==> src/dfpm_params.svh <==
// Constants for the drive fault protection monitor
//------------------------------------------------------------------------------
// Function
// - Overspeed held for its time in sensorless-2 or vector blocks output.
// - Vector, deviation trip on: deviation over band for time blocks output.
// - Fitted encoder, checking on: lost line-drive cable raises encoder trip.
// - Fan fault mode 0: fan error blocks output and shows fan trip.
// - Fan fault mode 1: fan error drives outputs set to code 8, run on.
// - In fan warning mode, overheat above threshold still blocks output.
// - DC link below low-voltage level blocks output, enters low-voltage trip.
// - Nonzero low-voltage delay: block at once, declare trip after delay.
// - Low-voltage warning on outputs set to code 11 at once, no delay.
//------------------------------------------------------------------------------
`ifndef DFPM_PARAMS_SVH
`define DFPM_PARAMS_SVH

// Register byte offsets
`define DFPM_REG_CTRL 8'h00
`define DFPM_REG_OS_LEVEL 8'h04
`define DFPM_REG_OS_TIME 8'h08
`define DFPM_REG_DEV_BAND 8'h0c
`define DFPM_REG_DEV_TIME 8'h10
`define DFPM_REG_ENC_TIME 8'h14
`define DFPM_REG_UNDERVOLT_TRIP_DELAY 8'h18
`define DFPM_REG_OUT_FUNC 8'h1c
`define DFPM_REG_OH_LEVEL 8'h20
`define DFPM_REG_STATUS 8'h24

// Control register fields
`define DFPM_CTRL_MODE_LSB 0
`define DFPM_CTRL_DEV_EN 2
`define DFPM_CTRL_ENC_EN 3
`define DFPM_CTRL_FAN_MODE 4
`define DFPM_CTRL_RESET 32'h0000_000f

// Status register fields: latched trips, then live levels
`define DFPM_ST_OS 0
`define DFPM_ST_DEV 1
`define DFPM_ST_ENC 2
`define DFPM_ST_FAN 3
`define DFPM_ST_OH 4
`define DFPM_ST_LV 5
`define DFPM_ST_BLOCK 8
`define DFPM_ST_LV_WARN 9
`define DFPM_ST_FAN_WARN 10

// Output function codes
`define DFPM_FUNC_FAN 6'h08
`define DFPM_FUNC_LV 6'h0b
`define DFPM_FUNC_WIDTH 6

// Speed in 0.01 Hz units, then the heatsink temperature level
`define DFPM_OS_LEVEL_DEF 16'h2ee0
`define DFPM_DEV_BAND_DEF 16'h07d0
`define DFPM_OH_LEVEL_DEF 8'h5a

// Times, and their counts in control ticks
`define DFPM_TICK_US 1000
`define DFPM_OS_TIME_MS 10
`define DFPM_DEV_TIME_MS 1000
`define DFPM_ENC_TIME_MS 1000
`define DFPM_LVT_TIME_MS 0
`define DFPM_OS_TICKS ((`DFPM_OS_TIME_MS * 1000) / `DFPM_TICK_US)
`define DFPM_DEV_TICKS ((`DFPM_DEV_TIME_MS * 1000) / `DFPM_TICK_US)
`define DFPM_ENC_TICKS ((`DFPM_ENC_TIME_MS * 1000) / `DFPM_TICK_US)
`define DFPM_LVT_TICKS ((`DFPM_LVT_TIME_MS * 1000) / `DFPM_TICK_US)

`endif

==> src/dfpm_pkg.sv <==
// Types for the drive fault protection monitor
`default_nettype none
package dfpm_pkg;
   // Drive control modes, in register code order
   typedef enum logic [1:0] {
      DFPM_VF,
      DFPM_SENSORLESS1,
      DFPM_SENSORLESS2,
      DFPM_VECTOR
   } dfpm_mode_type;

   typedef logic [15:0] dfpm_ticks_type;
endpackage : dfpm_pkg
`default_nettype wire

==> src/dfpm_sync.sv <==
// Two-stage synchroniser for asynchronous pin levels
`timescale 1ns/10ps
`default_nettype none
module dfpm_sync #(
   parameter int WIDTH = 4
) (
   input wire logic clk,
   input wire logic rst_n,
   input wire logic [WIDTH-1:0] din,
   output logic [WIDTH-1:0] dout
);
   //---------------------------------------------------------------------------
   // Per-bit double flop
   //---------------------------------------------------------------------------
   genvar i;
   generate
      for (i = 0; i < WIDTH; i++) begin : g_bit
         logic meta;
         // First stage feeds only the second
         always_ff @(posedge clk or negedge rst_n) begin
            if (!rst_n) begin
               meta <= 1'b0;
               dout[i] <= 1'b0;
            end else begin
               meta <= din[i];
               dout[i] <= meta;
            end
         end
      end
   endgenerate
endmodule : dfpm_sync
`default_nettype wire

==> src/dfpm_qual_timer.sv <==
// Tick-based qualification timer for one fault condition
`timescale 1ns/10ps
`default_nettype none
module dfpm_qual_timer
   import dfpm_pkg::*;
(
   input wire logic clk,
   input wire logic rst_n,
   input wire logic tick,
   input wire logic cond,
   input wire dfpm_ticks_type limit,
   output logic expired
);
   dfpm_ticks_type cnt;

   //---------------------------------------------------------------------------
   // Elapsed ticks
   //---------------------------------------------------------------------------
   // Saturates so a long fault never wraps back to zero
   always_ff @(posedge clk or negedge rst_n) begin
      if (!rst_n) begin
         cnt <= '0;
      end else if (!cond) begin
         cnt <= '0;
      end else if (tick && (cnt != 16'hffff)) begin
         cnt <= cnt + 16'h0001;
      end
   end

   // Zero limit qualifies at once
   assign expired = cond && (cnt >= limit);
endmodule : dfpm_qual_timer
`default_nettype wire

==> src/dfpm_top.sv <==
// Drive fault protection monitor with Wishbone register access
//
// The implementer's own choices: the register offsets and register access over Wishbone.
`include "dfpm_params.svh"
`timescale 1ns/10ps
`default_nettype none
module dfpm_top
   import dfpm_pkg::*;
#(
   parameter int SPEED_W = 16,
   parameter int TEMP_W = 8,
   parameter int NUM_OUT = 3
) (
   input wire logic clk,
   input wire logic rst_n,
   // Wishbone classic slave
   input wire logic wb_cyc_i,
   input wire logic wb_stb_i,
   input wire logic wb_we_i,
   input wire logic [7:0] wb_adr_i,
   input wire logic [31:0] wb_dat_i,
   input wire logic [3:0] wb_sel_i,
   output logic [31:0] wb_dat_o,
   output logic wb_ack_o,
   // Drive controller side, same clock
   input wire logic ctrl_tick,
   input wire logic [SPEED_W-1:0] motor_speed,
   input wire logic [SPEED_W-1:0] speed_ref,
   input wire logic [TEMP_W-1:0] heatsink_temp,
   // Pins from motor, encoder, fan and supply
   input wire logic enc_module_present,
   input wire logic enc_cable_loss,
   input wire logic fan_error,
   input wire logic dc_link_low,
   // Protection results
   output logic output_block,
   output logic fault_trip,
   output logic [NUM_OUT-1:0] digital_output
);
   //---------------------------------------------------------------------------
   // Pin synchronisation
   //---------------------------------------------------------------------------
   logic enc_present_s;
   logic enc_loss_s;
   logic fan_err_s;
   logic lv_s;

   dfpm_sync #(.WIDTH(4)) u_sync (
      .clk(clk),
      .rst_n(rst_n),
      .din({enc_module_present, enc_cable_loss, fan_error, dc_link_low}),
      .dout({enc_present_s, enc_loss_s, fan_err_s, lv_s})
   );

   //---------------------------------------------------------------------------
   // Configuration registers
   //---------------------------------------------------------------------------
   logic [31:0] ctrl;
   logic [SPEED_W-1:0] os_level;
   dfpm_ticks_type os_time;
   logic [SPEED_W-1:0] dev_band;
   dfpm_ticks_type dev_time;
   dfpm_ticks_type enc_time;
   dfpm_ticks_type undervolt_trip_delay;
   logic [31:0] out_func;
   logic [TEMP_W-1:0] oh_level;
   logic [7:0] trip;
   logic wr_en;
   logic rd_en;

   dfpm_mode_type mode;
   logic dev_en;
   logic enc_en;
   logic fan_mode;

   assign mode = dfpm_mode_type'(ctrl[`DFPM_CTRL_MODE_LSB +: 2]);
   assign dev_en = ctrl[`DFPM_CTRL_DEV_EN];
   assign enc_en = ctrl[`DFPM_CTRL_ENC_EN];
   assign fan_mode = ctrl[`DFPM_CTRL_FAN_MODE];

   // A request is taken once, in the cycle before ack
   assign wr_en = wb_cyc_i && wb_stb_i && wb_we_i && !wb_ack_o;
   assign rd_en = wb_cyc_i && wb_stb_i && !wb_we_i && !wb_ack_o;

   // Byte-lane merge of a write
   function automatic logic [31:0] merge(input logic [31:0] old,
                                         input logic [31:0] wdat,
                                         input logic [3:0] sel);
      logic [31:0] res;
      res = old;
      for (int b = 0; b < 4; b++) begin
         if (sel[b]) begin
            res[b*8 +: 8] = wdat[b*8 +: 8];
         end
      end
      return res;
   endfunction : merge

   // Register writes
   always_ff @(posedge clk or negedge rst_n) begin
      if (!rst_n) begin
         ctrl <= `DFPM_CTRL_RESET;
         os_level <= SPEED_W'(`DFPM_OS_LEVEL_DEF);
         os_time <= 16'(`DFPM_OS_TICKS);
         dev_band <= SPEED_W'(`DFPM_DEV_BAND_DEF);
         dev_time <= 16'(`DFPM_DEV_TICKS);
         enc_time <= 16'(`DFPM_ENC_TICKS);
         undervolt_trip_delay <= 16'(`DFPM_LVT_TICKS);
         out_func <= '0;
         oh_level <= TEMP_W'(`DFPM_OH_LEVEL_DEF);
      end else if (wr_en) begin
         unique case (wb_adr_i)
            `DFPM_REG_CTRL: begin
               ctrl <= merge(ctrl, wb_dat_i, wb_sel_i) & 32'h0000_001f;
            end
            `DFPM_REG_OS_LEVEL: begin
               os_level <= SPEED_W'(merge(32'(os_level), wb_dat_i, wb_sel_i));
            end
            `DFPM_REG_OS_TIME: begin
               os_time <= 16'(merge(32'(os_time), wb_dat_i, wb_sel_i));
            end
            `DFPM_REG_DEV_BAND: begin
               dev_band <= SPEED_W'(merge(32'(dev_band), wb_dat_i, wb_sel_i));
            end
            `DFPM_REG_DEV_TIME: begin
               dev_time <= 16'(merge(32'(dev_time), wb_dat_i, wb_sel_i));
            end
            `DFPM_REG_ENC_TIME: begin
               enc_time <= 16'(merge(32'(enc_time), wb_dat_i, wb_sel_i));
            end
            `DFPM_REG_UNDERVOLT_TRIP_DELAY: begin
               undervolt_trip_delay <= 16'(merge(32'(undervolt_trip_delay), wb_dat_i, wb_sel_i));
            end
            `DFPM_REG_OUT_FUNC: begin
               out_func <= merge(out_func, wb_dat_i, wb_sel_i);
            end
            `DFPM_REG_OH_LEVEL: begin
               oh_level <= TEMP_W'(merge(32'(oh_level), wb_dat_i, wb_sel_i));
            end
            default: begin
            end
         endcase
      end
   end

   //---------------------------------------------------------------------------
   // Fault conditions
   //---------------------------------------------------------------------------
   logic os_cond;
   logic dev_cond;
   logic enc_cond;
   logic [SPEED_W-1:0] speed_err;
   logic os_hit;
   logic dev_hit;
   logic enc_hit;
   logic lv_hit;

   // Absolute speed error without signed arithmetic
   assign speed_err = (motor_speed >= speed_ref) ? (motor_speed - speed_ref)
                                                 : (speed_ref - motor_speed);
   assign os_cond = ((mode == DFPM_SENSORLESS2) || (mode == DFPM_VECTOR))
                    && (motor_speed > os_level);
   assign dev_cond = (mode == DFPM_VECTOR) && dev_en
                     && (speed_err > dev_band);
   assign enc_cond = enc_present_s && enc_en && enc_loss_s;

   dfpm_qual_timer u_os_timer (
      .clk(clk),
      .rst_n(rst_n),
      .tick(ctrl_tick),
      .cond(os_cond),
      .limit(os_time),
      .expired(os_hit)
   );

   dfpm_qual_timer u_dev_timer (
      .clk(clk),
      .rst_n(rst_n),
      .tick(ctrl_tick),
      .cond(dev_cond),
      .limit(dev_time),
      .expired(dev_hit)
   );

   dfpm_qual_timer u_enc_timer (
      .clk(clk),
      .rst_n(rst_n),
      .tick(ctrl_tick),
      .cond(enc_cond),
      .limit(enc_time),
      .expired(enc_hit)
   );

   // Delay only postpones the trip, never the block
   dfpm_qual_timer u_lv_timer (
      .clk(clk),
      .rst_n(rst_n),
      .tick(ctrl_tick),
      .cond(lv_s),
      .limit(undervolt_trip_delay),
      .expired(lv_hit)
   );

   //---------------------------------------------------------------------------
   // Latched trips, write one to clear, set wins
   //---------------------------------------------------------------------------
   logic [7:0] trip_set;
   logic [7:0] trip_clr;

   always_comb begin
      trip_set = '0;
      trip_set[`DFPM_ST_OS] = os_hit;
      trip_set[`DFPM_ST_DEV] = dev_hit;
      trip_set[`DFPM_ST_ENC] = enc_hit;
      trip_set[`DFPM_ST_FAN] = fan_err_s && !fan_mode;
      trip_set[`DFPM_ST_OH] = heatsink_temp > oh_level;
      trip_set[`DFPM_ST_LV] = lv_hit;
   end

   assign trip_clr = (wr_en && (wb_adr_i == `DFPM_REG_STATUS) && wb_sel_i[0])
                     ? wb_dat_i[7:0] : 8'h00;

   always_ff @(posedge clk or negedge rst_n) begin
      if (!rst_n) begin
         trip <= '0;
      end else begin
         trip <= (trip & ~trip_clr) | trip_set;
      end
   end

   //---------------------------------------------------------------------------
   // Block, trip and configurable outputs
   //---------------------------------------------------------------------------
   logic fan_warn;
   logic [NUM_OUT-1:0] next_dout;

   // Warning only exists while running on in warning mode
   assign fan_warn = fan_err_s && fan_mode;

   // Live low voltage blocks before the delayed trip is declared
   always_ff @(posedge clk or negedge rst_n) begin
      if (!rst_n) begin
         output_block <= 1'b0;
         fault_trip <= 1'b0;
      end else begin
         output_block <= (|trip) || (|trip_set) || lv_s;
         fault_trip <= |trip;
      end
   end

   // One function code field per output
   genvar o;
   generate
      for (o = 0; o < NUM_OUT; o++) begin : g_out
         logic [`DFPM_FUNC_WIDTH-1:0] code;
         assign code = out_func[o*8 +: `DFPM_FUNC_WIDTH];
         assign next_dout[o] = ((code == `DFPM_FUNC_FAN) && fan_warn)
                               || ((code == `DFPM_FUNC_LV) && lv_s);
      end
   endgenerate

   always_ff @(posedge clk or negedge rst_n) begin
      if (!rst_n) begin
         digital_output <= '0;
      end else begin
         digital_output <= next_dout;
      end
   end

   //---------------------------------------------------------------------------
   // Bus answer
   //---------------------------------------------------------------------------
   logic [31:0] next_rdata;

   // Unmapped addresses read zero and still acknowledge
   always_comb begin
      next_rdata = '0;
      unique case (wb_adr_i)
         `DFPM_REG_CTRL: next_rdata = ctrl;
         `DFPM_REG_OS_LEVEL: next_rdata = 32'(os_level);
         `DFPM_REG_OS_TIME: next_rdata = 32'(os_time);
         `DFPM_REG_DEV_BAND: next_rdata = 32'(dev_band);
         `DFPM_REG_DEV_TIME: next_rdata = 32'(dev_time);
         `DFPM_REG_ENC_TIME: next_rdata = 32'(enc_time);
         `DFPM_REG_UNDERVOLT_TRIP_DELAY: next_rdata = 32'(undervolt_trip_delay);
         `DFPM_REG_OUT_FUNC: next_rdata = out_func & 32'h003f_3f3f;
         `DFPM_REG_OH_LEVEL: next_rdata = 32'(oh_level);
         `DFPM_REG_STATUS: begin
            next_rdata[7:0] = trip;
            next_rdata[`DFPM_ST_BLOCK] = output_block;
            next_rdata[`DFPM_ST_LV_WARN] = lv_s;
            next_rdata[`DFPM_ST_FAN_WARN] = fan_warn;
         end
         default: next_rdata = '0;
      endcase
   end

   always_ff @(posedge clk or negedge rst_n) begin
      if (!rst_n) begin
         wb_ack_o <= 1'b0;
         wb_dat_o <= '0;
      end else begin
         wb_ack_o <= wr_en || rd_en;
         wb_dat_o <= rd_en ? next_rdata : 32'h0000_0000;
      end
   end
endmodule : dfpm_top
`default_nettype wire

==> config.mk <==
export PLATFORM = sky130hd
export DESIGN_NAME = dfpm_top
export DESIGN_NICKNAME = d
export VERILOG_FILES = /design/src/dfpm_pkg.sv /design/src/dfpm_sync.sv /design/src/dfpm_qual_timer.sv /design/src/dfpm_top.sv
export VERILOG_INCLUDE_DIRS = /design/src
export SDC_FILE = /design/constraint.sdc
export NUM_CORES = 1
export LEC_CHECK = 0
export BUFFER_PORTS_ARGS = -buffer_cell sky130_fd_sc_hd__buf_2
export CAP_MARGIN = 20
export CORE_MARGIN = 2
export CORE_UTILIZATION = 54
export DETAILED_ROUTE_END_ITERATION = 10
export PLACE_DENSITY_LB_ADDON = 0.2
export SETUP_SLACK_MARGIN = 0.4
export SLEW_MARGIN = 10
export SYNTH_ARGS = -nofsm -noshare
export SYNTH_HDL_FRONTEND = slang
export SYNTH_SLANG_ARGS = --single-unit
==> constraint.sdc <==
create_clock -name clk -period 4.3 [get_ports clk]
set_input_delay 0.645 -clock clk [delete_from_list [all_inputs] [get_ports clk]]
set_output_delay 0.645 -clock clk [all_outputs]
set_load 0.02 [all_outputs]
==> metrics.md <==
| Metric | Value |
|---|---|
| Area grow syn2layout | 18.42% |
| FF+latch count, synth | 235 |
| Worst min path class | in -> async |
| Post-DP HPWL | roughly 29 mm |
| Final non-filler cell total | ~1900 |
| Top cells by area, synth | dfrtp_1 35%, ha_1 12%, mux2_2 10%, dfstp_2 6.4%, inv_1 3.8% |
| Fin util | between 60% and 70% |
| Critical R2R Capture | output_block |
| Synth top area share | 34.83% |
| Cts bufs inserted | 25 |
| Global-route wire length before repair | just over 60 mm |
| TritonCTS clock tree | done |
| Status | completed |
| Port Buffers | 110 |
| CTS Root Cell | clkbuf_16 |
| Post-synthesis sequential area ratio | between 40% and 50% |
| Placed insts | around 1900 |
| Skew final | between 0.01 and 0.015 ns |
| R2R depth | 7 |
| Sw frac | around 25% |
| Post-synth top cells | 200 x dfrtp_1, 145 x inv_1, 139 x ha_1, 128 x mux2_2, 82 x nor2_1 |
| Pleak | between 0.007 and 0.008 µW |
| Part of the power in combinational logic | approximately 14% |
| Initial DRC Count | ~1000 |
| Grt ovf | 0 |
| Post-synth EDFFs | 0 |
| Worst rel slew slack | between 10% and 20% |
| R2R Setup Slk | roughly 1.5 ns |
| Ys async rst share | 100.0% |
| RSZ-0062 raised after global routing | true |
| Leading area contributor after synthesis | dfrtp_1 |
| Worst hold slack | roughly 0.2 ns |
| Startpoint types | input pin |
| Layout fillers | 2102 |
| Clock network fraction of total power | a little over two fifths |
| Number of global-route vias before repair | 11460 |
| Synthesized cell area | around 14000 µm² |
| NumNets Final | 1797 |
| Htree depth | 1 |
| Worst Max-Slew Pin Slew | 1.191 ns |
| Fmax | 259.2 MHz |
| Die footprint | approximately 28000 µm² |
| Most common cell in the synthesized netlist | dfrtp_1 |
| DRT Pass-1 Iters | 6 |
| Period utilization | between 80 and 90% |
| RR Startpoint | os_level[13] |
| Crit end category | register |
| Synth cell types | 77 |
| Post-synthesis cell count | approximately 1400 |
| Initial Utilization | between 50 and 60% |
| Top_reg_cell synth | dfrtp_1 |
| Critical-path maximum fanout | 8 |
| Slew Limit Fails | 0 |
| Vias | around 11000 |
| Peak supply drop | between 300 and 400 µV |
| Final setup violation count | 0 |
| Die Span X | 167.1 µm |
| Final WL | between 30 and 40 mm |
| DRC viols | 0 |
| Initial antenna violation count | 2 |
| Wirelength per Cell | 20.19 µm |
| Core area | roughly 26000 µm² |
| Total Routing Usage GR | 27.32% |
| Largest net degree at the start of global routing | 135 |
| Pint | about 4000 µW |
| Critical Path AT | between 4 and 5 ns |
| Yosys warns | 0 |
| Power Dens Cells | approximately 310 nW/µm² |
| Crit path time final | 3.858 ns |
| Total net switching power | about 1300 µW |
| Vias/cell | just under 6 |
| ANT nets after route | 0 |
| Seq pwr share | between 40 and 50% |
| Cell Rows | 59 |
| CTS Sinks | approximately 240 |
| Crit Path Class | in -> reg |
| Final Hold Fails | 0 |
| I/O pins | 132 |
| Clk Latency, worst-skew pair | between 0.5 and 0.6 ns |
| Global placement routability congestion | about 0.95 |
| Share of layout cells above drive strength 1 | ~30% |
| DIE HEIGHT | roughly 170 µm |
| Maxcap violations | 0 |
| Worst-path clk slew | ~0.060 ns |
| Clock buffer depth | 3 |
| Syn_area_per_cell | ~10 µm² |
| Critical Path RT | ~4.7 ns |
## cells in the final DEF (no fill, tap or decap), types with 6 or more instances in the layout
cell type  Yosys  layout
conb_1         1      10
o22a_1         6       6
nand2_1       66      65
a31oi_1       19      17
mux2i_1       14      12
ha_2           0       6
ha_1         139     124
buf_4         11      76
dfstp_2       35      35
dfrtp_1      200     200
a22oi_1       29      29
a222oi_1      16      16
ha_4           0       9
o21ai_0       27      22
a221oi_1       7       7
nor2b_1       10      10
nor3_1        25      25
and3_1        15      15
xor2_1        36      36
buf_2          9     108
nand2b_1       9       9
nor2_1        82      70
a21oi_2        2      11
mux2_2       128     128
a21o_1        36      36
nand4_1       34      34
nand3_1       30      29
nor4_1        10       9
and2_1        25      25
and4_1         6       6
o21a_1         8       8
nor2_2         1      13
inv_1        145     141
xnor2_1       34      34
a21oi_1       58      48
clkbuf_16      0      28
## per-layer routing
metal / up-vias / wire length [µm] / track usage, %
met3: 70 / 2203 / 2.954
met2: 341 / 19080 / 47.45
met4: 2 / 1022 / 7.172
li1: 5292 / - / -
met1: 5563 / 16380 / 36.73
met5: - / 7 / 0
## stage by stage
step | setup TNS, ns | power (µW) | cell area, µm² | setup WS, ns
detailed placement | -2.932 | 2927 | 15720 | -0.2199
finish | 0 | 5264 | 17020 | 0.4420
CTS | 0 | 5210 | 16630 | 0.4151
global placement | -1.793 | 2912 | 15720 | -0.1744
floorplan | 0 | 2660 | 14430 | 0.4105
global route | 0 | 5455 | 17020 | 0.3157
## critical path, stage by stage
cell	delay (ns)
buf_2	0.11
buf_4	0.14
ha_2	0.19
or2_2	0.30
o32a_4	0.39
buf_4	0.15
a2111oi_4	0.39
o21ai_2	0.09
nor3_1	0.17
a311oi_1	0.07
ha_1	0.33
nand4_1	0.17
nor2_2	0.23
a21oi_2	0.10
and2_1	0.15
buf_4	0.13
a31oi_4	0.25
clkbuf_16	0.22
nor2_2	0.04
## power by group through the flow
stage               Clock [µW]  Sequential (µW)  Combinational, µW
floorplan                    0             2280                380
global placement             0             2290                625
detailed placement           0             2290                639
CTS                       2310             2250                652
global route              2400             2250                802
finish                    2290             2250                725
## what timing repair did
| item | CTS | global route |
|---|---|---|
| gates resized for setup | 7 | 66 |
| pin swaps | 2 | 45 |
| hold buffers | 0 | 0 |
| buffers inserted | 1 | 7 |
| endpoints found under the hold margin | 0 | 0 |
| endpoints found under the setup margin | 17 | 18 |
| cloned | 0 | 2 |
## registers in the layout, indices dropped and copies added (netlist names), 4 cells and up
signal,count
undervolt_trip_delay,16
oh_level,8
wb_dat_o,22
dev_time,16
u_sync.g_bit.meta,4
out_func,18
u_lv_timer.cnt,16
dev_band,16
u_os_timer.cnt,16
os_time,16
ctrl,5
u_sync.dout,4
enc_time,16
os_level,16
trip,8
u_dev_timer.cnt,16
u_enc_timer.cnt,16
## area by class of cell
cell class                      count  area (µm²)  share of cell area (%)
Antenna cell                        1       2.502                 0.01470
Clock buffer                       35       724.4                   4.257
Clock inverter                     10       152.6                  0.8970
Inverter                          145       546.8                   3.213
Multi-Input combinational cell    961        7958                   46.76
Sequential cell                   235        5924                   34.81
Tap cell                          335       419.2                   2.463
Timing Repair Buffer              194        1290                   7.580
## how the worst max path moves through the flow
stage,from,endpoint,slack (ns),cells after the start
3_3_place_gp,motor_speed[0],output_block,-0.17,22
6_report,motor_speed[6],u_dev_timer.cnt[12],0.44,19
4_1_cts,motor_speed[0],output_block,0.42,22
5_1_grt,motor_speed[0],u_dev_timer.cnt[2],0.32,24
2_1_floorplan,motor_speed[9],output_block,0.41,19
3_5_place_dp,motor_speed[0],output_block,-0.22,22
## kinds of logic (layout without fill, tap and decap cells)
family / after synthesis / after routing / share of synthesized area, %
buf+inv: 194 / 384 / 5.808
fa+ha+maj: 141 / 141 / 12.38
xor+xnor: 70 / 70 / 4.266
other cells: 1 / 11 / 0.02610
simple gates: 330 / 330 / 11.68
compound gates: 268 / 268 / 13.60
flops: 235 / 235 / 41.23
mux: 142 / 142 / 11.01
No activity file was read; power rests on OpenSTA's default activity.
